==> src/verilog/i2srp_consts.vh <==
// Purpose: constants for the two-wire slave register port
// Assumes: included by bare name from the design files
// Notes:   timing counts are in system clock cycles at 50 MHz
`ifndef I2SRP_CONSTS_VH
`define I2SRP_CONSTS_VH

`define I2SRP_ADDR_PREFIX   5'h0a
`define I2SRP_RW_WRITE      1'b0
`define I2SRP_RW_READ       1'b1
`define I2SRP_FIFO_ADDR_RST 8'h05
`define I2SRP_FIFO_DEPTH    8
`define I2SRP_FIFO_AW       3
`define I2SRP_PTR_RST       8'h00
`define I2SRP_BITS_PER_BYTE 4'h8

`endif

==> src/verilog/i2srp_fifo.v <==
// Purpose: small synchronous fifo with valid/ready on both sides
// Assumes: single clock, asynchronous active-low reset
// Notes:   read data comes from a register; depth must be a power of two
`timescale 1ns/100ps
module i2srp_fifo #(
    parameter WIDTH = 8,
    parameter DEPTH = 8,
    parameter AW    = 3
) (
    input  wire             clk_i,
    input  wire             arst_n_i,
    input  wire             in_valid_i,
    output wire             in_ready_o,
    input  wire [WIDTH-1:0] in_data_i,
    output wire             out_valid_o,
    input  wire             out_ready_i,
    output wire [WIDTH-1:0] out_data_o
);
    reg [WIDTH-1:0] mem_r [0:DEPTH-1];
    reg [AW-1:0]    wr_ptr_r;
    reg [AW-1:0]    rd_ptr_r;
    reg [AW:0]      count_r;
    reg [WIDTH-1:0] out_data_r;
    reg             out_valid_r;
    wire            push;
    wire            pop;
    wire            load;

    // output register counts as one of the DEPTH slots
    assign in_ready_o  = (count_r + {{AW{1'b0}}, out_valid_r} != DEPTH[AW:0]);
    assign push        = in_valid_i && in_ready_o;
    assign load        = (count_r != {(AW+1){1'b0}}) && (!out_valid_r || out_ready_i);
    assign pop         = load;
    assign out_valid_o = out_valid_r;
    assign out_data_o  = out_data_r;

    always @(posedge clk_i) begin
        if (push) begin
            mem_r[wr_ptr_r] <= in_data_i;
        end
    end

    always @(posedge clk_i or negedge arst_n_i) begin
        if (!arst_n_i) begin
            wr_ptr_r    <= {AW{1'b0}};
            rd_ptr_r    <= {AW{1'b0}};
            count_r     <= {(AW+1){1'b0}};
            out_valid_r <= 1'b0;
            out_data_r  <= {WIDTH{1'b0}};
        end else begin
            if (push) begin
                wr_ptr_r <= wr_ptr_r + {{(AW-1){1'b0}}, 1'b1};
            end
            if (pop) begin
                rd_ptr_r   <= rd_ptr_r + {{(AW-1){1'b0}}, 1'b1};
                out_data_r <= mem_r[rd_ptr_r];
            end
            if (push && !pop) begin
                count_r <= count_r + {{AW{1'b0}}, 1'b1};
            end else if (pop && !push) begin
                count_r <= count_r - {{AW{1'b0}}, 1'b1};
            end
            if (load) begin
                out_valid_r <= 1'b1;
            end else if (out_ready_i) begin
                out_valid_r <= 1'b0;
            end
        end
    end
endmodule // i2srp_fifo

==> src/verilog/i2srp_slave.v <==
// Purpose: two-wire slave port giving a host access to registers and a fifo
// Assumes: scl/sda pins are sampled by clk_i; master drives scl push-pull
// Notes:   register storage lives outside; this port issues read/write strobes
// Notes on behaviour
// data line changes only while clock low; held while clock high
// data falling while clock high is a start condition
// data rising while clock high is a stop condition ending the transfer
// only the master makes start and stop; repeated start keeps bus busy
// repeated start restarts address decoding with no stop needed
// bytes go msb first, each followed by an acknowledge bit
// any number of bytes accepted within one frame
// transmitter releases data on ack; receiver holds it low through high phase
// master nack ends a read; slave then releases the data line
// first byte after start selects; 5 fixed bits plus 2 configurable bits
// write: address with direction 0, register address, then data bytes
// write to fifo address puts every data byte in the fifo, no increment; here a byte arriving while the fifo is full is dropped and nacked
// master sets the pointer with a write frame before reading
// read: address with direction 1, device returns addressed register bytes
// multi-byte read advances the pointer after each byte
// read pointer at fifo address stays constant
// point-to-point variant uses same framing, clock 0 to 5 MHz
// master drives clock push-pull; device never stretches clock
// point-to-point data line has a keeper holding its last level
// pin-set address forces the higher low bit to 0
// master drives data high while the link is idle
// on point-to-point, drivers change data only while clock low
// no clock stretch, no general call, no device id, slave only
// mismatched address is not acknowledged; idle until next start
`timescale 1ns/100ps
`include "i2srp_consts.vh"
module i2srp_slave #(
    parameter [7:0] FIFO_ADDR = `I2SRP_FIFO_ADDR_RST
) (
    input  wire       clk_i,
    input  wire       arst_n_i,
    input  wire       scl_i,
    input  wire       sda_i,
    output reg        sda_o,
    output reg        sda_oe_n_o,
    input  wire       p2p_mode_i,
    input  wire       addr_by_pin_i,
    input  wire [1:0] addr_pins_i,
    input  wire [1:0] addr_cfg_i,
    output reg        reg_wr_o,
    output reg        reg_rd_o,
    output reg  [7:0] reg_addr_o,
    output reg  [7:0] reg_wdata_o,
    input  wire [7:0] reg_rdata_i,
    output reg        busy_o,
    output reg        fifo_in_ready_o,
    output reg        fifo_out_valid_o,
    output reg  [7:0] fifo_out_data_o,
    input  wire       fifo_out_ready_i,
    input  wire       fifo_rd_valid_i,
    input  wire [7:0] fifo_rd_data_i,
    output reg        fifo_rd_pop_o,
    output reg        keeper_level_o
);
    // ************************************************************
    // states
    // ************************************************************
    localparam ST_IDLE  = 3'h0;
    localparam ST_ADDR  = 3'h1;
    localparam ST_AACK  = 3'h2;
    localparam ST_WBYTE = 3'h3;
    localparam ST_WACK  = 3'h4;
    localparam ST_RBYTE = 3'h5;
    localparam ST_RACK  = 3'h6;

    // ************************************************************
    // pin sampling: three flops, change accepted when 2nd and 3rd agree
    // ************************************************************
    reg  [2:0] scl_sync_r;
    reg  [2:0] sda_sync_r;
    reg        scl_r;
    reg        sda_r;
    reg        scl_nxt;
    reg        sda_nxt;
    wire       scl_rise;
    wire       scl_fall;
    wire       start_det;
    wire       stop_det;

    always @(posedge clk_i or negedge arst_n_i) begin
        if (!arst_n_i) begin
            scl_sync_r <= 3'h7;
            sda_sync_r <= 3'h7;
            scl_r      <= 1'b1;
            sda_r      <= 1'b1;
        end else begin
            scl_sync_r <= {scl_sync_r[1:0], scl_i};
            sda_sync_r <= {sda_sync_r[1:0], sda_i};
            scl_r      <= scl_nxt;
            sda_r      <= sda_nxt;
        end
    end

    always @* begin
        scl_nxt = scl_r;
        sda_nxt = sda_r;
        if (scl_sync_r[1] == scl_sync_r[2]) begin
            scl_nxt = scl_sync_r[2];
        end
        if (sda_sync_r[1] == sda_sync_r[2]) begin
            sda_nxt = sda_sync_r[2];
        end
    end

    assign scl_rise  = !scl_r && scl_nxt;
    assign scl_fall  = scl_r && !scl_nxt;
    // sda moving while scl stays high marks the frame boundaries
    assign start_det = scl_r && scl_nxt && sda_r && !sda_nxt;
    assign stop_det  = scl_r && scl_nxt && !sda_r && sda_nxt;

    // ************************************************************
    // fifo on the write path
    // ************************************************************
    reg        fifo_push_r;
    reg  [7:0] fifo_push_data_r;
    wire       fifo_in_ready;
    wire       fifo_out_valid;
    wire [7:0] fifo_out_data;

    i2srp_fifo #(
        .WIDTH (8),
        .DEPTH (`I2SRP_FIFO_DEPTH),
        .AW    (`I2SRP_FIFO_AW)
    ) u_fifo (
        .clk_i       (clk_i),
        .arst_n_i    (arst_n_i),
        .in_valid_i  (fifo_push_r),
        .in_ready_o  (fifo_in_ready),
        .in_data_i   (fifo_push_data_r),
        .out_valid_o (fifo_out_valid),
        .out_ready_i (fifo_out_ready_i),
        .out_data_o  (fifo_out_data)
    );

    // ************************************************************
    // protocol engine
    // ************************************************************
    reg  [2:0] state_r;
    reg  [3:0] bit_cnt_r;
    reg  [7:0] shift_r;
    reg  [7:0] ptr_r;
    reg        ptr_set_r;
    reg        rd_dir_r;
    reg        ack_ok_r;
    wire [6:0] my_addr;
    wire [1:0] low_bits;
    wire       at_fifo;

    assign low_bits = addr_by_pin_i ? {1'b0, addr_pins_i[0]} : addr_cfg_i;
    assign my_addr  = {`I2SRP_ADDR_PREFIX, low_bits};
    assign at_fifo  = (ptr_r == FIFO_ADDR);

    always @(posedge clk_i or negedge arst_n_i) begin
        if (!arst_n_i) begin
            state_r          <= ST_IDLE;
            bit_cnt_r        <= 4'h0;
            shift_r          <= 8'h00;
            ptr_r            <= `I2SRP_PTR_RST;
            ptr_set_r        <= 1'b0;
            rd_dir_r         <= 1'b0;
            ack_ok_r         <= 1'b0;
            sda_o            <= 1'b1;
            sda_oe_n_o       <= 1'b1;
            reg_wr_o         <= 1'b0;
            reg_rd_o         <= 1'b0;
            reg_addr_o       <= 8'h00;
            reg_wdata_o      <= 8'h00;
            busy_o           <= 1'b0;
            fifo_push_r      <= 1'b0;
            fifo_push_data_r <= 8'h00;
            fifo_rd_pop_o    <= 1'b0;
        end else begin
            reg_wr_o      <= 1'b0;
            reg_rd_o      <= 1'b0;
            fifo_rd_pop_o <= 1'b0;
            if (fifo_push_r && fifo_in_ready) begin
                fifo_push_r <= 1'b0;
            end
            if (start_det) begin
                // repeated start behaves exactly as a first start
                state_r    <= ST_ADDR;
                bit_cnt_r  <= 4'h0;
                busy_o     <= 1'b1;
                sda_oe_n_o <= 1'b1;
            end else if (stop_det) begin
                state_r    <= ST_IDLE;
                busy_o     <= 1'b0;
                sda_oe_n_o <= 1'b1;
            end else begin
                case (state_r)
                    ST_IDLE: begin
                        sda_oe_n_o <= 1'b1;
                    end
                    ST_ADDR, ST_WBYTE: begin
                        if (scl_rise) begin
                            shift_r   <= {shift_r[6:0], sda_r};
                            bit_cnt_r <= bit_cnt_r + 4'h1;
                        end else if (scl_fall && bit_cnt_r == `I2SRP_BITS_PER_BYTE) begin
                            bit_cnt_r <= 4'h0;
                            if (state_r == ST_ADDR) begin
                                // general call and foreign addresses get no ack
                                if (shift_r[7:1] == my_addr) begin
                                    rd_dir_r   <= shift_r[0];
                                    ptr_set_r  <= 1'b0;
                                    sda_o      <= 1'b0;
                                    sda_oe_n_o <= 1'b0;
                                    state_r    <= ST_AACK;
                                    if (shift_r[0] == `I2SRP_RW_READ) begin
                                        reg_addr_o <= ptr_r;
                                        reg_rd_o   <= !at_fifo;
                                    end
                                end else begin
                                    state_r <= ST_IDLE;
                                end
                            end else begin
                                ack_ok_r <= 1'b1;
                                if (!ptr_set_r) begin
                                    ptr_r     <= shift_r;
                                    ptr_set_r <= 1'b1;
                                end else begin
                                    if (at_fifo) begin
                                        // fifo full: nack rather than stretch scl
                                        ack_ok_r         <= fifo_in_ready && !fifo_push_r;
                                        fifo_push_r      <= fifo_in_ready && !fifo_push_r;
                                        fifo_push_data_r <= shift_r;
                                    end else begin
                                        reg_wr_o    <= 1'b1;
                                        reg_addr_o  <= ptr_r;
                                        reg_wdata_o <= shift_r;
                                        ptr_r       <= ptr_r + 8'h01;
                                    end
                                end
                                sda_o      <= 1'b0;
                                sda_oe_n_o <= 1'b0;
                                state_r    <= ST_WACK;
                            end
                        end
                    end
                    ST_AACK, ST_WACK: begin
                        if (state_r == ST_WACK && !ack_ok_r) begin
                            sda_oe_n_o <= 1'b1;
                            sda_o      <= 1'b1;
                        end
                        // drive changes on the falling clock edge; a fifo nack releases one clock after the ack edge
                        if (scl_fall) begin
                            if (rd_dir_r && state_r == ST_AACK) begin
                                if (at_fifo) begin
                                    sda_o         <= fifo_rd_data_i[7];
                                    shift_r       <= fifo_rd_valid_i ? fifo_rd_data_i : 8'h00;
                                    fifo_rd_pop_o <= fifo_rd_valid_i;
                                end else begin
                                    sda_o   <= reg_rdata_i[7];
                                    shift_r <= reg_rdata_i;
                                end
                                sda_oe_n_o <= 1'b0;
                                bit_cnt_r  <= 4'h1;
                                state_r    <= ST_RBYTE;
                            end else begin
                                sda_oe_n_o <= 1'b1;
                                sda_o      <= 1'b1;
                                bit_cnt_r  <= 4'h0;
                                state_r    <= ST_WBYTE;
                            end
                        end
                    end
                    ST_RBYTE: begin
                        if (scl_fall) begin
                            if (bit_cnt_r == `I2SRP_BITS_PER_BYTE) begin
                                sda_oe_n_o <= 1'b1;
                                sda_o      <= 1'b1;
                                state_r    <= ST_RACK;
                                if (!at_fifo) begin
                                    ptr_r <= ptr_r + 8'h01;
                                end
                            end else begin
                                sda_o     <= shift_r[7 - bit_cnt_r[2:0]];
                                bit_cnt_r <= bit_cnt_r + 4'h1;
                            end
                        end
                    end
                    ST_RACK: begin
                        if (scl_rise) begin
                            if (sda_r) begin
                                state_r <= ST_IDLE;
                            end else begin
                                reg_addr_o <= ptr_r;
                                reg_rd_o   <= !at_fifo;
                            end
                        end else if (scl_fall) begin
                            if (at_fifo) begin
                                sda_o         <= fifo_rd_data_i[7];
                                shift_r       <= fifo_rd_valid_i ? fifo_rd_data_i : 8'h00;
                                fifo_rd_pop_o <= fifo_rd_valid_i;
                            end else begin
                                sda_o   <= reg_rdata_i[7];
                                shift_r <= reg_rdata_i;
                            end
                            sda_oe_n_o <= 1'b0;
                            bit_cnt_r  <= 4'h1;
                            state_r    <= ST_RBYTE;
                        end
                    end
                    default: begin
                        state_r <= ST_IDLE;
                    end
                endcase
            end
        end
    end

    // ************************************************************
    // keeper and fifo outputs
    // ************************************************************
    // keeper takes the slave's own drive while enabled, else follows the filtered line, holding it while nobody drives
    always @(posedge clk_i or negedge arst_n_i) begin
        if (!arst_n_i) begin
            keeper_level_o   <= 1'b1;
            fifo_in_ready_o  <= 1'b0;
            fifo_out_valid_o <= 1'b0;
            fifo_out_data_o  <= 8'h00;
        end else begin
            keeper_level_o   <= (!sda_oe_n_o) ? sda_o : sda_r;
            fifo_in_ready_o  <= fifo_in_ready;
            fifo_out_valid_o <= fifo_out_valid;
            fifo_out_data_o  <= fifo_out_data;
        end
    end

    // p2p mode changes no framing; the master clocks at up to 5 MHz
    wire unused_mode = p2p_mode_i;
endmodule // i2srp_slave

==> config.mk <==
export PLATFORM = sky130hd
export DESIGN_NAME = i2srp_slave
export DESIGN_NICKNAME = d
export VERILOG_FILES = /design/src/verilog/i2srp_fifo.v /design/src/verilog/i2srp_slave.v
export VERILOG_INCLUDE_DIRS = /design/src /design/src/verilog
export SDC_FILE = /design/constraint.sdc
export NUM_CORES = 1
export LEC_CHECK = 0
export BUFFER_PORTS_ARGS = -buffer_cell sky130_fd_sc_hd__buf_2
export CAP_MARGIN = 10
export CORE_MARGIN = 3
export CORE_UTILIZATION = 30
export CTS_CLUSTER_SIZE = 30
export DETAILED_ROUTE_END_ITERATION = 7
export PLACE_DENSITY_LB_ADDON = 0.05
export SETUP_SLACK_MARGIN = 0.5
export SLEW_MARGIN = 20
export SYNTH_ARGS = -nofsm -noshare
export SYNTH_HDL_FRONTEND = slang
export SYNTH_SLANG_ARGS = --single-unit
==> constraint.sdc <==
create_clock -name clk_i -period 4 [get_ports clk_i]
set_input_delay 0.6 -clock clk_i [delete_from_list [all_inputs] [get_ports clk_i]]
set_output_delay 0.6 -clock clk_i [all_outputs]
set_load 0.02 [all_outputs]
* Yosys cells after proc, flatten, opt, wreduce, memory -nomap -nowiden
Memories as Yosys holds them, arrays and structs flattened. A register that Yosys moved wholly into a read port is not among the register bits. Index checks and enable logic that the tools add are counted.
Word-level totals: bits in registers 87, bits in latches 0, bits in writable memories 64, bits in read-only memories 0, input bits 28, output and inout port bits 33, logic and storage cells 270, memories kept 1
Memory list:
- u_fifo.mem_r | words 8, bits a word 8, read ports 1, clocked after memory_dff 1, wr ports 1, line i2srp_fifo.v:19 | reg [WIDTH-1:0] mem_r [0:DEPTH-1];
Cells by class: add/subtract/negate cells 8, multiply operators 0, divide/modulo/power cells 0, $lt $le $gt $ge 1, equality and inequality tests 49, shifts and indexed selects 0, muxes and demuxes 125, bitwise operators 5, reduce and logical (&&, ||, !) cells 52
Operators with widths (number):
- two-way mux 8 bit | 23
- two-way mux 1 bit | 67
- AND reduction 8 bit | 6
- two-way mux 4 bit | 11
- two-way mux 3 bit | 12
- inequality test 4 bit, second input constant | 9
- inequality test 3 bit, second input constant | 11
- < comparator 32 x 4 -> 1 bit, second input constant | 1
- case mux 8 bit (2 select lines) | 2
- inequality test 2 bit, second input constant | 13
- case mux 8 bit (3 select lines) | 1
- inequality test 5 bit, second input constant | 4
- case mux 4 bit (4 select lines) | 1
- logical AND 1 bit | 15
- case mux 3 bit (5 select lines) | 1
- AND reduction 6 bit | 2
- logical NOT 1 bit | 11
- AND reduction 11 bit | 1
- AND reduction 10 bit | 1
- nonzero test 2 bit | 5
- equality test 3 bit, second input constant | 3
- AND reduction 9 bit | 1
- adder 4 x 1 -> 4 bit, second input constant | 2
- adder 8 x 1 -> 8 bit, second input constant | 1
- 25 further kinds | 36

* Depth between registers and ports, before layout
depth after elaboration 12, mapped depth 16, gate-level depth less buffers 15

* Hierarchy
Synthesis repeated with hierarchy kept, for this count alone.
Second synthesis, totals: cell total of the unflattened synthesis 608, area total of the unflattened synthesis 7483.4 um2
By module, submodules not included:
- i2srp_slave | instances 1, cells each 379, area each 4017.6 um2, seq. area each 1915.6 um2
- i2srp_fifo | instances 1, cells each 229, area each 3465.8 um2, seq. area each 2397.3 um2

* Worst setup path before layout
No wires, ideal clock.
kind flip-flop to flip-flop, start reg u_fifo.count_r[0], end reg u_fifo.count_r[3], library setup time 0.125 ns, data arrival time 2.741 ns, required time 3.875 ns, slack 1.134 ns, stages on the path, launching flop included 17, path buffers 1, clock period less this slack 2.866 ns, cells stage by stage dfrtp_1 ha_1 ha_1 nor2_1 nand2_1 a211o_1 buf_2 nand2_1 inv_1 ha_1 inv_1 ha_1 a21o_1 a21oi_1 xnor2_1 nor2_1 xor2_1
On the way: longest elaborated chain between the ends 6, elaborated cells between the ends (all ways) 14, classes of those cells 3 x add/sub; 1 x eq/ne; 2 x mux; 8 x reduce/logical
Ends and longest elaborated chain:
- start, declared | line i2srp_fifo.v:22 | reg [AW:0] count_r;
- start signal, assigned | line i2srp_fifo.v:47 | count_r <= {(AW+1){1'b0}};
- start signal, assigned | line i2srp_fifo.v:59 | count_r <= count_r + {{AW{1'b0}}, 1'b1};
- start signal, assigned | line i2srp_fifo.v:61 | count_r <= count_r - {{AW{1'b0}}, 1'b1};
- adder 4 x 1 -> 4 bit * | line i2srp_fifo.v:30 | assign in_ready_o = (count_r + {{AW{1'b0}}, out_valid_r} != DEPTH[AW:0]);
- inequality test 4 bit * | line i2srp_fifo.v:30
- via fifo_in_ready | line i2srp_slave.v:120 | wire fifo_in_ready;
- logical AND 1 bit * | line i2srp_fifo.v:31 | assign push = in_valid_i && in_ready_o;
- via u_fifo.push | line i2srp_fifo.v:25 | wire push;
- logical NOT 1 bit | line i2srp_fifo.v:60 | end else if (pop && !push) begin
- logical AND 1 bit | line i2srp_fifo.v:60
- nonzero test 2 bit (no source line)
The timed path passes the listed nets; every way through them passes the cells marked *. The select of a mux whose other input is x is not followed. A chain may end at the register's enable or synchronous reset.

* Worst setup path in the final report
start reg u_fifo.count_r[0], end reg u_fifo.count_r[3]
On the way: longest elaborated chain between the ends 6, elaborated cells between the ends (all ways) 14, classes of those cells 3 x add/sub; 1 x eq/ne; 2 x mux; 8 x reduce/logical
Ends and longest elaborated chain (line):
- adder 4 x 1 -> 4 bit * | i2srp_fifo.v:30
- inequality test 4 bit * | i2srp_fifo.v:30
- logical AND 1 bit * | i2srp_fifo.v:31
- via u_fifo.push | i2srp_fifo.v:25
- logical NOT 1 bit | i2srp_fifo.v:60
- logical AND 1 bit | i2srp_fifo.v:60
- nonzero test 2 bit (no source line)
Marked as above.

==> reports/qor.txt <==
Via count -> 4653
Status -> complete, no violations
FMAX -> 0.325 GHz
Nets -> 669
Pwr Total -> 0.00460 W
Tot GR Track Use -> 13.8%
Clk slew on worst S/H paths -> 0.07 ns
1st-iter DRT viols -> 285
Syn nets -> 614
# IOs -> 61
Cell area after layout -> 8600 um2
Crit. Startpoint -> u_fifo.count_r[0]
Pleak -> 3.27 nW
Sequential cell area fraction in the yosys report -> 58.4%
Initial antenna violation count -> 0
First-pass iteration count of the detailed router -> 4
Top FF cell, synth -> dfrtp_1
Max VDD drop -> 0.000250 V
Critical Path Sink Type -> flop
Slew Limit Fails -> 0
Setup violations, final -> 0
Relative slew slack -> 37.8%
Synth Register Bits -> 159
Mean Syn Cell Area -> 12.9 um2
Slowest CP cell -> dfrtp_1
WP data arrival -> 3.38 ns
Cells after Synth -> 571
Vias/cell -> 4.86
Bufs and invs on worst path -> 2
Delay-heaviest family, CP -> adder cells
Placed Area -> 8000 um2
Avg WL per Cell -> 18.2 um
Longest Clk Path Bufs -> 2
Crit path cell chain -> ha_1 > ha_1 > nor2_1 > nand2_1 > a211o_1 > nand2_1 > inv_1 > ha_1 > inv_1 > ha_1 > a21o_1 > a21oi_1 > xnor2_1 > nor2_1 > xor2_1
Residual DRC -> 0
CP peak stage delay -> 0.45 ns
Post_cts resized -> 0
Area leader, netlist -> dfrtp_1
Share of cells above drive strength 1 -> 27.4%
FFs w/ async S/R, synth -> 59.7%
Port Buffer Count -> 58
Worst-Margin Slew -> 0.930 ns
# Post-CTS Setup Buffers -> 0
Critical R2R Capture -> u_fifo.count_r[3]
Final TNS setup -> 0 ns
Grt ovf -> 0
Later-pin clock latency in the skew report -> 0.42 ns
Clk_skew -> 0.0142 ns
Number of flops mapped to enable cells by yosys -> 64
Worst min path class -> input port to asynchronous set/reset pin
CTS tree -> built
Crit Path Class -> flop to flop
Chip height -> 163 um
Layout Area Growth over Synthesis -> 16.5%
CTS H-tree lvls -> 4
Max Fanout on Critical Path -> 8
Post-synth cell types -> 65
Unrepaired setup endpoints after global routing -> no
R2R cell count -> 15
Syn. warnings -> 0
Hold Fails Final Rpt -> 0
Detail Route Antenna Nets -> 0
Fraction of the cycle the final worst path needs -> 77.0%
Cell Rows -> 56
Initial Util -> 31.0%
CTS buffer count -> 17
Hold_ws -> 0.0721 ns
Cell area after synthesis -> 7380 um2
Core Area -> 23800 um2
Startpoint types -> flop
Yosys top cell area share -> 28.5%
# hold bufs at CTS -> 0
Number of global-route vias before repair -> 4836
Routed wire length -> 17.4 mm
HPWL Detailed -> 11.7 mm
Clk sinks -> 159
Diodes inserted -> 0
Largest net degree at the start of global routing -> 72
GPL Wtd Cong -> 0.769
Root Buffer -> clkbuf_16
Pwr Density -> 535 nW/um2
Die width -> 163 um
Max cap viols -> 0
Ranking of synthesized cells by area -> dfrtp_1, edfxtp_1, mux2_2, mux4_2, dfstp_2
Critical R2R Launch -> u_fifo.count_r[0]
Min cycle time layout -> 3.08 ns
Top cell by count, worst path -> ha_1
Total Die Area -> 26500 um2
R2r setup slk -> 0.92 ns
Global-route wire length before repair -> 27.9 mm
CP Data Required Time -> 4.30 ns
==> per-stage QoR <==
step | worst slack [ns] | util [%] | std cells
final | 0.921 | 36.1 | 958
after global routing | 0.694 | 36.1 | 958
after CTS | 0.908 | 36.0 | 957
after detailed placement | 0.915 | 33.6 | 925
after global placement | 0.940 | 33.6 | 925
after floorplan | 1.13 | - | 571
==> metal layers <==
metal  part of all wire (%)  vias up  routed length [um]  track usage (%)
li1                       -     2248                   -                -
met1                     48     2304                8280             18.8
met2                     48       94                8410             22.8
met3                    3.6        7                 619             2.98
met4                   0.70        0                 122             3.23
met5                      0        -                   0                0
==> state kept, by name, summed over array words and instances (netlist names), 3 cells and up <==
register	count
u_fifo.mem_r	64
fifo_out_data_o	8
fifo_push_data_r	8
ptr_r	8
reg_addr_o	8
reg_wdata_o	8
shift_r	8
u_fifo.out_data_o	8
bit_cnt_r	4
u_fifo.count_r	4
scl_sync_r	3
sda_sync_r	3
state_r	3
u_fifo.rd_ptr_r	3
u_fifo.wr_ptr_r	3
==> power by group <==
part | switching [W] | internal [W]
sequential | 0.000327 | 0.00181
combinational | 0.000441 | 0.000432
clock | 0.000709 | 0.000880
total | 0.00148 | 0.00312
==> cell usage after synthesis (9+ instances only) <==
master    number
buf_2         16
nand3_1       20
dfrtp_1       84
mux2i_1       15
mux2_2        36
o21ai_0       27
mux4_2        17
edfxtp_1      64
ha_1          14
a31oi_1       11
nor2_1        32
dfstp_2       11
a21oi_1       23
nand2_1       34
inv_1         23
clkbuf_1       9
nand2b_1      11
==> logic make-up after synthesis <==
kind of cell | synth area share, %
flops | 58.4
simple gates | 10.8
compound gates | 10.7
mux | 13.0
buf+inv | 3.05
fa+ha+maj | 2.78
xor+xnor | 1.19
==> placed cells by master, fill, tap and decap left out, drive strengths merged, types with 7 or more instances in the layout <==
cell / instances
nand3: 23
dfstp: 11
a31oi: 11
buf: 66
mux2i: 15
edfxtp: 64
inv: 32
o21ai: 28
nand2: 34
mux2: 38
nor2: 32
nor2b: 7
a21o: 8
clkbuf: 18
mux4: 17
xnor2: 7
a21oi: 24
nor3: 7
ha: 14
dfrtp: 84
nand2b: 11
==> final cells by class <==
cell class,count,area [um2]
clock inverters,14,144
repair buffers,66,373
fillers,2375,15200
flip-flops and latches,159,4310
well taps,319,399
clock buffers,18,429
multi-input cells,359,2850
inverters,23,86.3
==> worst max-delay path by stage <==
stage,end,slack [ns],cells past startpoint
2_1_floorplan,u_fifo.count_r[3],1.13,16
3_3_place_gp,u_fifo.count_r[3],0.94,15
3_5_place_dp,u_fifo.count_r[3],0.92,15
4_1_cts,u_fifo.count_r[3],0.91,15
5_1_grt,u_fifo.count_r[3],0.69,15
6_report,u_fifo.count_r[3],0.92,15
Note: power is estimated with default switching activity, not from simulation.
